File: config.mk
export PLATFORM = sky130hd
export DESIGN_NAME = osw_ctrl
export DESIGN_NICKNAME = d
export VERILOG_FILES = /design/src/rtl/osw_pkg.sv /design/src/rtl/osw_ctrl.sv
export SDC_FILE = /design/constraint.sdc
export NUM_CORES = 1
export LEC_CHECK = 0
export BUFFER_PORTS_ARGS = -buffer_cell sky130_fd_sc_hd__buf_2
export CAP_MARGIN = 20
export CORE_AREA = 2 2 136 138
export CTS_CLUSTER_DIAMETER = 50
export CTS_CLUSTER_SIZE = 8
export DETAILED_ROUTE_END_ITERATION = 10
export DIE_AREA = 0 0 138 140
export HOLD_SLACK_MARGIN = 0.1
export SYNTH_ARGS = -nofsm -noshare
export SYNTH_HDL_FRONTEND = slang
export SYNTH_SLANG_ARGS = --single-unit
File: constraint.sdc
create_clock -name core_clk_in -period 5.9 [get_ports core_clk_in]
set_input_delay 0.59 -clock core_clk_in [delete_from_list [all_inputs] [get_ports core_clk_in]]
set_output_delay 0.59 -clock core_clk_in [all_outputs]
set_load 0.1 [all_outputs]
File: src/rtl/osw_pkg.sv
/*
 Package for the oscillator switch controller: register map, field positions,
 key values, source codes, state encoding and timing constants.
 Assumes a 32-bit AXI4-Lite register bus and a 40 MHz core clock.
*/
package osw_pkg;

    // Register byte addresses
    localparam logic [7:0] OSW_ADDR_CTRL   = 8'h00;  // osc_control_reg
    localparam logic [7:0] OSW_ADDR_KEY    = 8'h04;  // system_key_reg
    localparam logic [7:0] OSW_ADDR_STATUS = 8'h08;  // Lock and oscillator state

    // Fields of osc_control_reg
    localparam int OSW_BIT_REQ  = 0;   // switch_request
    localparam int OSW_BIT_SEN  = 1;   // secondary_osc_enable
    localparam int OSW_NEW_OSC_SELECT_LO  = 8;   // new_osc_select low bit
    localparam int OSW_CURRENT_OSC_SELECT_LO  = 12;  // current_osc_select low bit
    localparam int OSW_SEL_W    = 3;

    // Fields of the status register
    localparam int OSW_ST_UNLOCK = 0;
    localparam int OSW_ST_RUN_LO = 4;  // Running mask, one bit per source

    // Unlock keys
    localparam logic [31:0] OSW_KEY1 = 32'hAA996655;
    localparam logic [31:0] OSW_KEY2 = 32'h556699AA;

    // Source select codes
    localparam logic [2:0] OSW_SRC_FRC     = 3'h0;
    localparam logic [2:0] OSW_SRC_FRCPLL  = 3'h1;
    localparam logic [2:0] OSW_SRC_PRIMARY_OSCILLATOR    = 3'h2;
    localparam logic [2:0] OSW_SRC_POSCPLL = 3'h3;
    localparam logic [2:0] OSW_SRC_SECONDARY_OSCILLATOR    = 3'h4;
    localparam logic [2:0] OSW_SRC_LOW_POWER_RC_OSCILLATOR    = 3'h5;
    localparam int         OSW_NSRC        = 8;

    // AXI responses
    localparam logic [1:0] OSW_RESP_OKAY   = 2'h0;
    localparam logic [1:0] OSW_RESP_SLVERR = 2'h2;

    // Start-up timer: time in microseconds and derived cycles at 40 MHz
    localparam int OSW_CLK_MHZ       = 40;
    localparam int OSW_OST_US        = 100;
    localparam int OSW_OST_CYC       = OSW_OST_US * OSW_CLK_MHZ;
    localparam int OSW_CNT_W         = 16;

    // Switch sequencer states, one-hot
    typedef enum logic [3:0] {
        OSW_IDLE  = 4'h1,
        OSW_START = 4'h2,
        OSW_LOCKW = 4'h4,
        OSW_HAND  = 4'h8
    } osw_state_t;

    // Configuration word fields
    typedef struct packed {
        logic       clock_switch_enable_cfg;  // Active low
        logic [2:0] default_osc_cfg;
        logic [1:0] primary_osc_mode_cfg;     // 2'h0 = external clock
        logic       clock_out_pin_select_cfg; // 1 = clock out, 0 = I/O
    } osw_cfg_t;

    localparam logic [1:0] OSW_PMODE_EC = 2'h0;

endpackage : osw_pkg

File: src/rtl/osw_ctrl.sv
/*
 Oscillator switch controller: key lock, oscillator control register,
 switch sequencer, oscillator enables, pin function select and a
 glitch-free source handover flag. AXI4-Lite slave for the registers.
 Assumes configuration word and oscillator status inputs are asynchronous.
*/
// Notes on behaviour
// RULE_01: Switching and fail-safe monitor enabled only when the config bit is low.
// RULE_02: With switching off, new select ignored; current shows default config source.
// RULE_03: With switching off, switch request reads zero and ignores writes.
// RULE_04: Request with equal current and new selection clears request, no change.
// RULE_05: Start requested oscillator; wait start-up timer for crystal sources.
// RULE_06: Hold switch until PLL lock when the new source uses the PLL.
// RULE_07: On completion clear request and copy new into current selection.
// RULE_08: Stop old oscillator after switch unless another module uses it.
// RULE_09: Core never stalls during a switch.
// RULE_10: Unlock only on first key then second key written to key register.
// RULE_11: Any access between the two key writes leaves registers locked.
// RULE_12: Stay unlocked until a non-key write; hardware never relocks itself. A first-key write to the key register relocks here too.
// RULE_13: Unlock opens every protected register, RTC control included.
// RULE_14: Absent or dead oscillator keeps request set and selection unchanged.
// RULE_15: Sleep during a switch aborts it, keeps selection, clears request.
// RULE_16: Direct switch between two PLL sources is refused.
// RULE_17: Software avoids sub-100 kHz clocks while fail-safe monitor is on.
// RULE_18: Secondary enable bit runs it; stops only when clear and unused.
// RULE_19: Secondary stays on while it is system clock, and in sleep if enabled.
// RULE_20: Oscillator control register is write-protected by the lock.
// RULE_21: Unused oscillator pins become I/O; clock out pin selected by config.
// RULE_22: At start-up the configured oscillator is loaded into current selection.
// RULE_23: Locked writes to protected fields are ignored; lock set after reset.
// RULE_24: Source handover happens without glitches on the system clock.
`timescale 1ns/1ps
module osw_ctrl (
    input  wire logic                core_clk_in,
    input  wire logic                nrst_in,
    input  wire osw_pkg::osw_cfg_t   cfg_in,
    input  wire logic [7:0]          osc_ready_in,      // Per-source running
    input  wire logic                pll_lock_in,
    input  wire logic [7:0]          osc_in_use_in,     // Other module users
    input  wire logic                sleep_in,
    input  wire logic                s_axi_awvalid,
    output logic                     s_axi_awready,
    input  wire logic [7:0]          s_axi_awaddr,
    input  wire logic                s_axi_wvalid,
    output logic                     s_axi_wready,
    input  wire logic [31:0]         s_axi_wdata,
    input  wire logic [3:0]          s_axi_wstrb,
    output logic                     s_axi_bvalid,
    input  wire logic                s_axi_bready,
    output logic [1:0]               s_axi_bresp,
    input  wire logic                s_axi_arvalid,
    output logic                     s_axi_arready,
    input  wire logic [7:0]          s_axi_araddr,
    output logic                     s_axi_rvalid,
    input  wire logic                s_axi_rready,
    output logic [31:0]              s_axi_rdata,
    output logic [1:0]               s_axi_rresp,
    output logic [7:0]               osc_enable_out,
    output logic [2:0]               sys_clk_select_out,
    output logic                     handover_out,
    output logic                     unlocked_out,
    output logic                     failsafe_enable_out,
    output logic                     clk_out_pin_en_out,
    output logic                     crystal_pin_gpio_out,
    output logic                     secondary_pin_gpio_out,
    output logic                     switch_busy_out
);
    import osw_pkg::*;

    // Synchronisers for asynchronous inputs
    osw_cfg_t   cfg_s1_reg, cfg_s2_reg;
    logic [7:0] rdy_s1_reg, rdy_s2_reg;
    logic       lck_s1_reg, lck_s2_reg;
    logic       slp_s1_reg, slp_s2_reg;
    always_ff @(posedge core_clk_in) begin
        cfg_s1_reg <= cfg_in;
        cfg_s2_reg <= cfg_s1_reg;
        rdy_s1_reg <= osc_ready_in;
        rdy_s2_reg <= rdy_s1_reg;
        lck_s1_reg <= pll_lock_in;
        lck_s2_reg <= lck_s1_reg;
        slp_s1_reg <= sleep_in;
        slp_s2_reg <= slp_s1_reg;
    end

    // Switching allowed when the config bit is programmed low
    wire sw_en_w = ~cfg_s2_reg.clock_switch_enable_cfg;  // RULE_01

    // AXI handshake state
    logic       aw_hold_reg, w_hold_reg;
    logic [7:0] aw_addr_reg;
    logic [31:0] w_data_reg;
    logic [3:0]  w_strb_reg;
    logic        bvalid_reg, rvalid_reg;
    logic [1:0]  bresp_reg, rresp_reg;
    logic [31:0] rdata_reg;

    wire aw_take_w = s_axi_awvalid & ~aw_hold_reg & ~bvalid_reg;
    wire w_take_w  = s_axi_wvalid & ~w_hold_reg & ~bvalid_reg;
    wire wr_go_w   = aw_hold_reg & w_hold_reg & ~bvalid_reg;
    wire ar_take_w = s_axi_arvalid & ~rvalid_reg;
    wire wr_ctrl_w = wr_go_w & (aw_addr_reg == OSW_ADDR_CTRL);
    wire wr_key_w  = wr_go_w & (aw_addr_reg == OSW_ADDR_KEY);
    wire wr_ok_w   = wr_go_w & (wr_ctrl_w | wr_key_w | (aw_addr_reg == OSW_ADDR_STATUS));
    wire rd_ok_w   = (s_axi_araddr == OSW_ADDR_CTRL) | (s_axi_araddr == OSW_ADDR_KEY)
                   | (s_axi_araddr == OSW_ADDR_STATUS);

    // Key sequence: armed after first key, unlocked after second key
    logic key_armed_reg, unlocked_reg;
    wire full_word_w  = (w_strb_reg == 4'hF);
    wire key1_w = wr_key_w & full_word_w & (w_data_reg == OSW_KEY1);
    wire key2_w = wr_key_w & full_word_w & (w_data_reg == OSW_KEY2) & key_armed_reg;
    wire any_access_w = wr_go_w | ar_take_w;
    wire key_armed_next = key1_w ? 1'b1 : (any_access_w ? 1'b0 : key_armed_reg);  // RULE_11
    wire unlocked_next  = key2_w ? 1'b1                                           // RULE_10
                        : (wr_key_w & ~key1_w & ~key2_w) ? 1'b0                   // RULE_12
                        : (wr_key_w & key1_w) ? 1'b0 : unlocked_reg;
    always_ff @(posedge core_clk_in) begin
        if (!nrst_in) begin
            key_armed_reg <= 1'b0;
            unlocked_reg  <= 1'b0;  // RULE_23
        end else begin
            key_armed_reg <= key_armed_next;
            unlocked_reg  <= unlocked_next;
        end
    end

    // Oscillator control register and sequencer
    osw_state_t          st_reg, st_next;
    logic [2:0]          new_osc_select_reg, current_osc_select_reg;
    logic                req_reg, sen_reg, init_reg;
    logic [OSW_CNT_W-1:0] ost_cnt_reg;

    wire ctrl_wr_w  = wr_ctrl_w & unlocked_reg & w_strb_reg[0] & w_strb_reg[1];  // RULE_20 RULE_23
    wire [2:0] new_osc_select_w_data = w_data_reg[OSW_NEW_OSC_SELECT_LO +: OSW_SEL_W];
    wire req_set_w  = ctrl_wr_w & w_data_reg[OSW_BIT_REQ] & sw_en_w;            // RULE_03
    wire is_pll_w   = (new_osc_select_reg == OSW_SRC_FRCPLL) | (new_osc_select_reg == OSW_SRC_POSCPLL);
    wire cur_pll_w  = (current_osc_select_reg == OSW_SRC_FRCPLL) | (current_osc_select_reg == OSW_SRC_POSCPLL);
    wire crystal_w  = (new_osc_select_reg == OSW_SRC_PRIMARY_OSCILLATOR) | (new_osc_select_reg == OSW_SRC_POSCPLL)
                    | (new_osc_select_reg == OSW_SRC_SECONDARY_OSCILLATOR);
    wire new_rdy_w  = rdy_s2_reg[new_osc_select_reg];
    wire ost_done_w = (ost_cnt_reg >= OSW_CNT_W'(OSW_OST_CYC)) | ~crystal_w;
    wire abort_w    = slp_s2_reg | ~sw_en_w;                                     // RULE_15

    // Next-state logic of the switch sequencer
    always_comb begin
        st_next = st_reg;
        case (st_reg)
            OSW_IDLE: begin
                if (req_reg & ~abort_w & (new_osc_select_reg != current_osc_select_reg) & ~(is_pll_w & cur_pll_w)) begin
                    st_next = OSW_START;  // RULE_16
                end
            end
            OSW_START: begin
                if (abort_w) begin
                    st_next = OSW_IDLE;
                end else if (new_rdy_w & ost_done_w) begin
                    st_next = OSW_LOCKW;  // RULE_05 RULE_14
                end
            end
            OSW_LOCKW: begin
                if (abort_w) begin
                    st_next = OSW_IDLE;
                end else if (~is_pll_w | lck_s2_reg) begin
                    st_next = OSW_HAND;   // RULE_06
                end
            end
            OSW_HAND: begin
                st_next = OSW_IDLE;
            end
            default: begin
                st_next = OSW_IDLE;
            end
        endcase
    end

    // Sequencer registers; CPU never waits on it
    always_ff @(posedge core_clk_in) begin  // RULE_09
        if (!nrst_in) begin
            st_reg      <= OSW_IDLE;
            new_osc_select_reg    <= OSW_SRC_FRC;
            current_osc_select_reg    <= OSW_SRC_FRC;
            req_reg     <= 1'b0;
            sen_reg     <= 1'b0;
            init_reg    <= 1'b1;
            ost_cnt_reg <= '0;
        end else begin
            st_reg      <= st_next;
            // Holds at expiry so a long wait cannot wrap back below it
            ost_cnt_reg <= (st_reg != OSW_START) ? '0
                         : ost_done_w ? ost_cnt_reg : ost_cnt_reg + 1'b1;
            if (init_reg | ~sw_en_w) begin
                current_osc_select_reg <= cfg_s2_reg.default_osc_cfg;  // RULE_02 RULE_22
                new_osc_select_reg <= cfg_s2_reg.default_osc_cfg;
                init_reg <= 1'b0;
            end else if (st_reg == OSW_HAND) begin
                current_osc_select_reg <= new_osc_select_reg;                    // RULE_07 RULE_24
            end else if (ctrl_wr_w && st_reg == OSW_IDLE) begin
                new_osc_select_reg <= new_osc_select_w_data;
            end
            if (ctrl_wr_w) begin
                sen_reg <= w_data_reg[OSW_BIT_SEN];      // RULE_18
            end
            if (~sw_en_w | abort_w & req_reg) begin
                req_reg <= 1'b0;                         // RULE_03 RULE_15
            end else if (req_set_w) begin
                req_reg <= 1'b1;
            end else if (st_reg == OSW_HAND) begin
                req_reg <= 1'b0;                         // RULE_07
            end else if (st_reg == OSW_IDLE && req_reg &&
                         (new_osc_select_reg == current_osc_select_reg || (is_pll_w && cur_pll_w))) begin
                req_reg <= 1'b0;                         // RULE_04 RULE_16
            end
        end
    end

    // Oscillator enables per source
    logic [7:0] osc_en_next;
    for (genvar i = 0; i < OSW_NSRC; i++) begin : g_osc_en
        wire is_cur_w = (current_osc_select_reg == 3'(i));
        wire is_new_w = (new_osc_select_reg == 3'(i)) & (st_reg != OSW_IDLE);      // RULE_05
        wire is_sec_w = (3'(i) == OSW_SRC_SECONDARY_OSCILLATOR) & sen_reg;                // RULE_18 RULE_19
        assign osc_en_next[i] = is_cur_w | is_new_w | is_sec_w | osc_in_use_in[i];  // RULE_08
    end

    // Pin function select
    wire primary_oscillator_used_w = (current_osc_select_reg == OSW_SRC_PRIMARY_OSCILLATOR) | (current_osc_select_reg == OSW_SRC_POSCPLL);
    wire ec_mode_w   = primary_oscillator_used_w & (cfg_s2_reg.primary_osc_mode_cfg == OSW_PMODE_EC);
    wire clk_pin_w   = ec_mode_w & cfg_s2_reg.clock_out_pin_select_cfg;  // RULE_21
    wire xtal_gpio_w = ~primary_oscillator_used_w;                                      // RULE_21
    wire sec_gpio_w  = ~(sen_reg | current_osc_select_reg == OSW_SRC_SECONDARY_OSCILLATOR);            // RULE_21

    // Register read data
    wire [31:0] ctrl_rd_w = (32'(current_osc_select_reg) << OSW_CURRENT_OSC_SELECT_LO) | (32'(new_osc_select_reg) << OSW_NEW_OSC_SELECT_LO)
                          | (32'(sen_reg) << OSW_BIT_SEN) | (32'(req_reg) << OSW_BIT_REQ);
    wire [31:0] stat_rd_w = (32'(rdy_s2_reg) << OSW_ST_RUN_LO)
                          | (32'(unlocked_reg) << OSW_ST_UNLOCK);
    wire [31:0] rd_mux_w  = (s_axi_araddr == OSW_ADDR_CTRL)   ? ctrl_rd_w
                          : (s_axi_araddr == OSW_ADDR_STATUS) ? stat_rd_w : 32'h00000000;

    // AXI channel registers
    always_ff @(posedge core_clk_in) begin
        if (!nrst_in) begin
            aw_hold_reg <= 1'b0;
            w_hold_reg  <= 1'b0;
            aw_addr_reg <= 8'h00;
            w_data_reg  <= 32'h00000000;
            w_strb_reg  <= 4'h0;
            bvalid_reg  <= 1'b0;
            bresp_reg   <= OSW_RESP_OKAY;
            rvalid_reg  <= 1'b0;
            rresp_reg   <= OSW_RESP_OKAY;
            rdata_reg   <= 32'h00000000;
        end else begin
            if (aw_take_w) begin
                aw_hold_reg <= 1'b1;
                aw_addr_reg <= s_axi_awaddr;
            end else if (wr_go_w) begin
                aw_hold_reg <= 1'b0;
            end
            if (w_take_w) begin
                w_hold_reg <= 1'b1;
                w_data_reg <= s_axi_wdata;
                w_strb_reg <= s_axi_wstrb;
            end else if (wr_go_w) begin
                w_hold_reg <= 1'b0;
            end
            if (wr_go_w) begin
                bvalid_reg <= 1'b1;
                bresp_reg  <= wr_ok_w ? OSW_RESP_OKAY : OSW_RESP_SLVERR;
            end else if (s_axi_bready) begin
                bvalid_reg <= 1'b0;
            end
            if (ar_take_w) begin
                rvalid_reg <= 1'b1;
                rdata_reg  <= rd_mux_w;
                rresp_reg  <= rd_ok_w ? OSW_RESP_OKAY : OSW_RESP_SLVERR;
            end else if (s_axi_rready) begin
                rvalid_reg <= 1'b0;
            end
        end
    end

    // Registered outputs
    logic [7:0] osc_en_reg;
    logic       hand_reg, fs_reg, clkpin_reg, xg_reg, sg_reg, busy_reg;
    always_ff @(posedge core_clk_in) begin
        if (!nrst_in) begin
            osc_en_reg <= 8'h01;
            hand_reg   <= 1'b0;
            fs_reg     <= 1'b0;
            clkpin_reg <= 1'b0;
            xg_reg     <= 1'b1;
            sg_reg     <= 1'b1;
            busy_reg   <= 1'b0;
        end else begin
            osc_en_reg <= osc_en_next;
            hand_reg   <= (st_reg == OSW_HAND);
            fs_reg     <= sw_en_w & ~cfg_s2_reg.clock_switch_enable_cfg;  // RULE_01
            clkpin_reg <= clk_pin_w;
            xg_reg     <= xtal_gpio_w;
            sg_reg     <= sec_gpio_w;
            busy_reg   <= (st_reg != OSW_IDLE);
        end
    end

    assign s_axi_awready = aw_take_w;
    assign s_axi_wready  = w_take_w;
    assign s_axi_bvalid  = bvalid_reg;
    assign s_axi_bresp   = bresp_reg;
    assign s_axi_arready = ar_take_w;
    assign s_axi_rvalid  = rvalid_reg;
    assign s_axi_rdata   = rdata_reg;
    assign s_axi_rresp   = rresp_reg;
    assign osc_enable_out         = osc_en_reg;
    assign sys_clk_select_out     = current_osc_select_reg;
    assign handover_out           = hand_reg;
    assign unlocked_out           = unlocked_reg;  // RULE_13
    assign failsafe_enable_out    = fs_reg;
    assign clk_out_pin_en_out     = clkpin_reg;
    assign crystal_pin_gpio_out   = xg_reg;
    assign secondary_pin_gpio_out = sg_reg;
    assign switch_busy_out        = busy_reg;

    // Checks
    chk_req_off: assert property (@(posedge core_clk_in) disable iff (!nrst_in)  // RULE_03
        !sw_en_w |=> !req_reg) else $error("request set while switching disabled");
    chk_key_pair: assert property (@(posedge core_clk_in) disable iff (!nrst_in)  // RULE_10
        $rose(unlocked_reg) |-> $past(key2_w)) else $error("unlock without key pair");
    chk_key_gap: assert property (@(posedge core_clk_in) disable iff (!nrst_in)  // RULE_11
        (key_armed_reg && ar_take_w && !wr_go_w) |=> !key_armed_reg)
        else $error("gap kept key armed");
    chk_no_relock: assert property (@(posedge core_clk_in) disable iff (!nrst_in)  // RULE_12
        $fell(unlocked_reg) |-> $past(wr_key_w)) else $error("relock by hardware");
    chk_locked_wr: assert property (@(posedge core_clk_in) disable iff (!nrst_in)  // RULE_23
        (wr_ctrl_w & !unlocked_reg) |=> $stable(sen_reg)) else $error("locked write took");
    chk_redundant: assert property (@(posedge core_clk_in) disable iff (!nrst_in)  // RULE_04
        (st_reg == OSW_IDLE && req_reg && new_osc_select_reg == current_osc_select_reg && !req_set_w && sw_en_w)
        |=> !req_reg && st_reg == OSW_IDLE) else $error("redundant switch ran");
    chk_handover: assert property (@(posedge core_clk_in) disable iff (!nrst_in)  // RULE_07
        (st_reg == OSW_HAND && !req_set_w) |=> (current_osc_select_reg == $past(new_osc_select_reg)) && !req_reg)
        else $error("handover did not copy");
    chk_pll_wait: assert property (@(posedge core_clk_in) disable iff (!nrst_in)  // RULE_06
        (st_reg == OSW_LOCKW && is_pll_w && !lck_s2_reg) |=> st_reg != OSW_HAND)
        else $error("switched without lock");
    chk_sleep_abort: assert property (@(posedge core_clk_in) disable iff (!nrst_in)  // RULE_15
        (slp_s2_reg && st_reg == OSW_START) |=> st_reg == OSW_IDLE && $stable(current_osc_select_reg))
        else $error("sleep did not abort");
    chk_sec_on: assert property (@(posedge core_clk_in) disable iff (!nrst_in)  // RULE_19
        (current_osc_select_reg == OSW_SRC_SECONDARY_OSCILLATOR) |=> osc_en_reg[OSW_SRC_SECONDARY_OSCILLATOR]) else $error("secondary_oscillator stopped");

    cov_unlock: cover property (@(posedge core_clk_in) disable iff (!nrst_in) key2_w);
    cov_switch: cover property (@(posedge core_clk_in) disable iff (!nrst_in) st_reg == OSW_HAND);
    cov_sleep:  cover property (@(posedge core_clk_in) disable iff (!nrst_in)
        slp_s2_reg && st_reg == OSW_START);
    cov_refused: cover property (@(posedge core_clk_in) disable iff (!nrst_in)
        st_reg == OSW_IDLE && req_reg && is_pll_w && cur_pll_w);

    // Config follow, start-up timer and pin release
    chk_off_sel: assert property (@(posedge core_clk_in) disable iff (!nrst_in)  // RULE_02
        (!sw_en_w && !init_reg) |=> current_osc_select_reg == $past(cfg_s2_reg.default_osc_cfg))
        else $error("current select not from config");
    chk_ost_wait: assert property (@(posedge core_clk_in) disable iff (!nrst_in)  // RULE_05
        (st_reg == OSW_START && crystal_w && ost_cnt_reg < OSW_CNT_W'(OSW_OST_CYC))
        |=> st_reg != OSW_LOCKW) else $error("left start before timer expiry");
    chk_xtal_io: assert property (@(posedge core_clk_in) disable iff (!nrst_in)  // RULE_21
        !primary_oscillator_used_w |=> xg_reg) else $error("crystal pins not released");

endmodule : osw_ctrl

# Word level (Yosys, flattened, before mapping)
# Index checks and enable logic that the tools add are counted.
dict set report op_classes {
  reduce_logical 23
  bitwise 89
  n_addsub 1
  order_cmp 2
  muxes 32
  n_eq_ne 33
}
# op count
set op_table {}
lappend op_table {{AND 1 bit} 38}
lappend op_table {{bitwise OR 1 bit} 33}
lappend op_table {{equality test 32 x 31 -> 1 bit (second input constant)} 1}
lappend op_table {{equality test 32 bit (second input constant)} 1}
lappend op_table {{equality test 3 bit (second input constant)} 8}
lappend op_table {{2-to-1 mux 4 bit} 5}
lappend op_table {{adder 16 x 1 -> 16 bit (second input constant)} 1}
lappend op_table {{equality test 8 x 3 -> 1 bit (second input constant)} 2}
lappend op_table {{equality test 8 x 4 -> 1 bit (second input constant)} 2}
lappend op_table {{>= comparator 16 x 12 -> 1 bit (second input constant)} 1}
lappend op_table {{zero test 8 bit} 2}
lappend op_table {{2-to-1 mux 1 bit} 16}
lappend op_table {{2-to-1 mux 15 bit} 1}
lappend op_table {{2-to-1 mux 3 bit} 5}
lappend op_table {{bitwise OR 15 x 1 -> 15 bit} 1}
lappend op_table {{bitwise OR 15 x 11 -> 15 bit} 1}
lappend op_table {{bitwise OR 15 x 2 -> 15 bit} 1}
lappend op_table {{inverter 1 bit} 14}
lappend op_table {{nonzero test 2 bit} 7}
lappend op_table {{equality test 3 x 2 -> 1 bit (second input constant)} 4}
lappend op_table {{2-to-1 mux 12 bit} 1}
lappend op_table {{bitwise OR 12 x 1 -> 12 bit} 1}
lappend op_table {{case mux 4 bit (3 select lines)} 1}
lappend op_table {{equality test 4 bit (second input constant)} 2}
lappend op_table {{other kinds (21)} 31}
dict set report totals {
  input_bits 84
  register_bits 163
  output_inout_bits 59
  elab_cells 220
}

# Longest topological paths before layout
dict set report logic_depth {
  word_depth 10
  depth_mapped 6
  ltp_nobuf 5
}

# Worst setup path after synthesis
# No wires, ideal clock.
dict set report synth_path {
  path_type {register to output}
  start {register bvalid_reg (netlist: s_axi_bvalid)}
  end {output s_axi_awready}
  arrival_time_ns 2.151
  n_path_buf 1
  t_required_ns 5.310
  path_slack_ns 3.159
  stages_incl_launch_ff 3
  path_cell_list {dfxtp_1 -> nor3b_1 -> buf_1}
}
dict set report synth_between {
  elab_chain_cells 2
}
# element line
set synth_rtl {}
lappend synth_rtl {{start: declaration} osw_ctrl.sv:94} ;# logic bvalid_reg, rvalid_reg;
lappend synth_rtl {{start signal: assignment} osw_ctrl.sv:249} ;# bvalid_reg <= 1'b0;
lappend synth_rtl {{start signal: assignment} osw_ctrl.sv:269} ;# bvalid_reg <= 1'b1;
lappend synth_rtl {{start signal: assignment} osw_ctrl.sv:272} ;# bvalid_reg <= 1'b0;
lappend synth_rtl {{inverter 1 bit} osw_ctrl.sv:98} ;# wire aw_take_w = s_axi_awvalid & ~aw_hold_reg & ~bvalid_reg;
lappend synth_rtl {{AND 1 bit} osw_ctrl.sv:98}
lappend synth_rtl {{end: declaration} osw_ctrl.sv:42} ;# output logic s_axi_awready,
# Every way passes these cells.

# Final worst setup path
dict set report layout_path {
  start {register bvalid_reg (netlist: s_axi_bvalid)}
  end {output s_axi_wready}
}
dict set report layout_between {
  elab_chain_cells 2
}
# element line
set layout_rtl {}
lappend layout_rtl {{inverter 1 bit} osw_ctrl.sv:99} ;# wire w_take_w = s_axi_wvalid & ~w_hold_reg & ~bvalid_reg;
lappend layout_rtl {{AND 1 bit} osw_ctrl.sv:99}
lappend layout_rtl {{end: declaration} osw_ctrl.sv:45} ;# output logic s_axi_wready,
# Every way passes these cells.

==> qor.yml <==
start_kind: "flop"
rr_endpoint: "new_osc_select_reg[0]$_SDFFE_PN0P_"
drive_above_1_share_pct: 24.7
syn_avg_cell_area_um2: 9.29
first_global_vias: 4028
n_fill_cell: 1811
multi_input_area_mm2: 0.00219
hp-class: "in2reg"
p_leak_nw: 2.69
diodes: 0
slowest_delay_ns: 0.53
grt_use_total_pct: 13.4
syn-instance-count: 568
hold_depth: 1
synth-edff-count: 0
setup_tns_ns: 0
fp-row-count: 49
cts_tree: "yes"
drtPass1Iterations: 4
rr_startpoint: "w_hold_reg$_SDFFE_PN0P_"
clock_path_buffers: 2
fp.dieW_um: 138
worstPathMaxFanout: 38
route.detailed.drc: 0
die_h_um: 140
ys_seq_area_share_pct: 53.9
pin_count: 143
drv_slew: 0
grt-ovfl-total: 0
hold_viol_final: 0
antenna_found_initial: 0
dp_slack_ns: 3.32
cp_cell_sequence: "nor2_1 -> nand2_1 -> buf_4 -> inv_2 -> buf_2"
route.vias.total: 4189
clock_latency_ns: 0.42
numCtsBuffers: 17
avgViaCountPerCell: 4.54
ys_ff_latch: 142
period_minus_slack_ns: 2.81
vdd.ir_drop.worst_v: 0.000164
drt-wirelength-per-cell_um: 14.0
cp_slowest_cell: "buf_2"
port_buffers: 121
grt_pass1_wl_um: 20700
ant_nets: 0
coreArea_mm2: 0.0178
critPathRequiredTime_ns: 5.31
regArea_mm2: 0.00284
period_share_pct: 47.7
worst_pin_slew_ns: 0.922
post_cts_buffers: 0
routed_wl_um: 13000
ys.flop_type: "dfxtp_1"
cts_root_buf: "clkbuf_16"
worst_slack_ns: 3.09
grt_max_degree: 53
finalNetCount: 766
cts.clk_slew.worst_paths_ns: 0.06
crit_path_end_kind: "output pin"
timing_worst_setup_path_type: "reg2out"
cts.sinks: 142
gp_congestion: 0.791
syn_to_final_growth_pct: 25.8
worstPathArrival_ns: 2.22
fin_worst_skew_ns: 0.00731
drv_cap: 0
p_per_area_mw_per_mm2: 395
ff2ff_path_depth: 5
hpwl_um: 9390
synth.distinct_cells: 54
die_area_mm2: 0.0193
hp-start: "osc_ready_in[2]"
first_iter_violations: 194
holdPathEnd: "rdy_s1_reg[2]$_DFF_P_"
relSlewSlack_pct: 38.4
syn_area_mm2: 0.00528
cts_hold_buf: 0
rrSetupSlack_ns: 3.69
yosys_warnings: 0
outcome: "complete, no violations"
synthArstFlopShare_pct: 0
setup_violations: 0
rsz0062_at_grt: "no"
cts.repair.resized: 0
largest_register_ffs: 32
start_util_pct: 29.7
cts_max_level: 4
fmax_mhz: 355
cells by family (layout without fill, tap and decap cells):
family | Yosys count | in the layout | synth area share [%]
mux | 16 | 16 | 3.53
flops | 142 | 142 | 53.9
xor+xnor | 12 | 12 | 1.99
buf+inv | 62 | 167 | 6.14
other cells | 1 | 21 | 0.0711
fa+ha+maj | 2 | 2 | 0.474
compound gates | 98 | 98 | 11.3
simple gates | 235 | 235 | 22.7
routing by layer:
| metal | global-route usage, % | part of all wire, % | up-vias |
|---|---|---|---|
| met2 | 20.4 | 45 | 97 |
| met3 | 4.72 | 5.4 | 19 |
| li1 | - | - | 2155 |
| met1 | 17.7 | 48 | 1918 |
| met5 | 0 | 0 | - |
| met4 | 4.67 | 1.8 | 0 |
cell usage after synthesis, types with 3 or more instances:
cell type  instances  area [µm²]
dfxtp_1          142        2840
nand2_1           90         338
a21oi_1           58         290
nor2_1            55         206
buf_4             24         180
clkbuf_1          23        86.3
mux2i_1           13         130
nand3_1           11        55.1
a22oi_1            9        67.6
nor4_1             9        56.3
nand4_1            8        50.1
nor4bb_1           8        80.1
o21ai_0            8        40.0
and2_1             7        43.8
inv_1              7        26.3
xor2_1             7        61.3
nor3_1             6        30.0
a31oi_1            5        31.3
buf_1              5        18.8
nand2b_1           5        31.3
nor2b_1            5        31.3
nor4b_1            5        43.8
xnor2_1            5        43.8
a222oi_1           4        40.0
nand3b_1           4        30.0
or4_1              4        30.0
a221oi_1           3        26.3
nand4b_1           3        26.3
nor3b_1            3        22.5
through the flow:
| stage | instances | util (%) | instance area (µm²) | hold WS [ns] | total power [mW] |
|---|---|---|---|---|---|
| after floorplan | 588 | - | 5350 | 0.310 | 1.42 |
| final | 922 | 37.3 | 6640 | 0.275 | 2.62 |
| after detailed placement | 890 | 33.7 | 6000 | 0.312 | 1.50 |
| after CTS | 922 | 37.3 | 6640 | 0.257 | 2.65 |
| after global routing | 922 | 37.3 | 6640 | 0.248 | 2.74 |
| after global placement | 890 | 33.7 | 6000 | 0.312 | 1.50 |
critical path: cells and delay by family, from the launching register on:
kind,cells,cell delay (ns)
buffers and inverters,3,1.24
DFF,1,0.36
and+or+nand+nor,2,0.18
power by group:
part	switching (mW)	leakage [nW]	total (mW)	internal, mW
sequential	0.0527	1.17	1.07	1.02
combinational	0.307	1.21	0.412	0.105
clock	0.405	0.307	1.14	0.734
total	0.765	2.69	2.62	1.86
placed cells by master (no fill, tap or decap), types with 9 or more instances in the layout:
| cell type | n |
|---|---|
| dfxtp_1 | 142 |
| conb_1 | 21 |
| nor4_1 | 9 |
| nand3_1 | 11 |
| nor2_1 | 55 |
| clkbuf_16 | 17 |
| nand2_1 | 90 |
| a21oi_1 | 58 |
| a22oi_1 | 9 |
| mux2i_1 | 13 |
| buf_2 | 121 |
cell type report:
type / count / area share [%]
flip-flops and latches: 142 / 42.8
multi-input cells: 384 / 33.0
repair buffers: 126 / 9.69
clock buffers: 20 / 6.88
well taps: 229 / 4.32
clock inverters: 12 / 2.77
inverters: 9 / 0.509
how the worst max path moves through the flow:
stage	startpoint	slack, ns	cells after the start	to
floorplan	s_axi_bvalid$_SDFFE_PN0P_	3.16	2	s_axi_awready
global placement	s_axi_wvalid	3.34	5	s_axi_wready
detailed placement	s_axi_wvalid	3.32	5	s_axi_wready
CTS	s_axi_bvalid$_SDFFE_PN0P_	3.06	5	s_axi_wready
global route	s_axi_bvalid$_SDFFE_PN0P_	2.91	5	s_axi_wready
finish	s_axi_bvalid$_SDFFE_PN0P_	3.09	5	s_axi_wready
(Power assumes the default switching activity.)
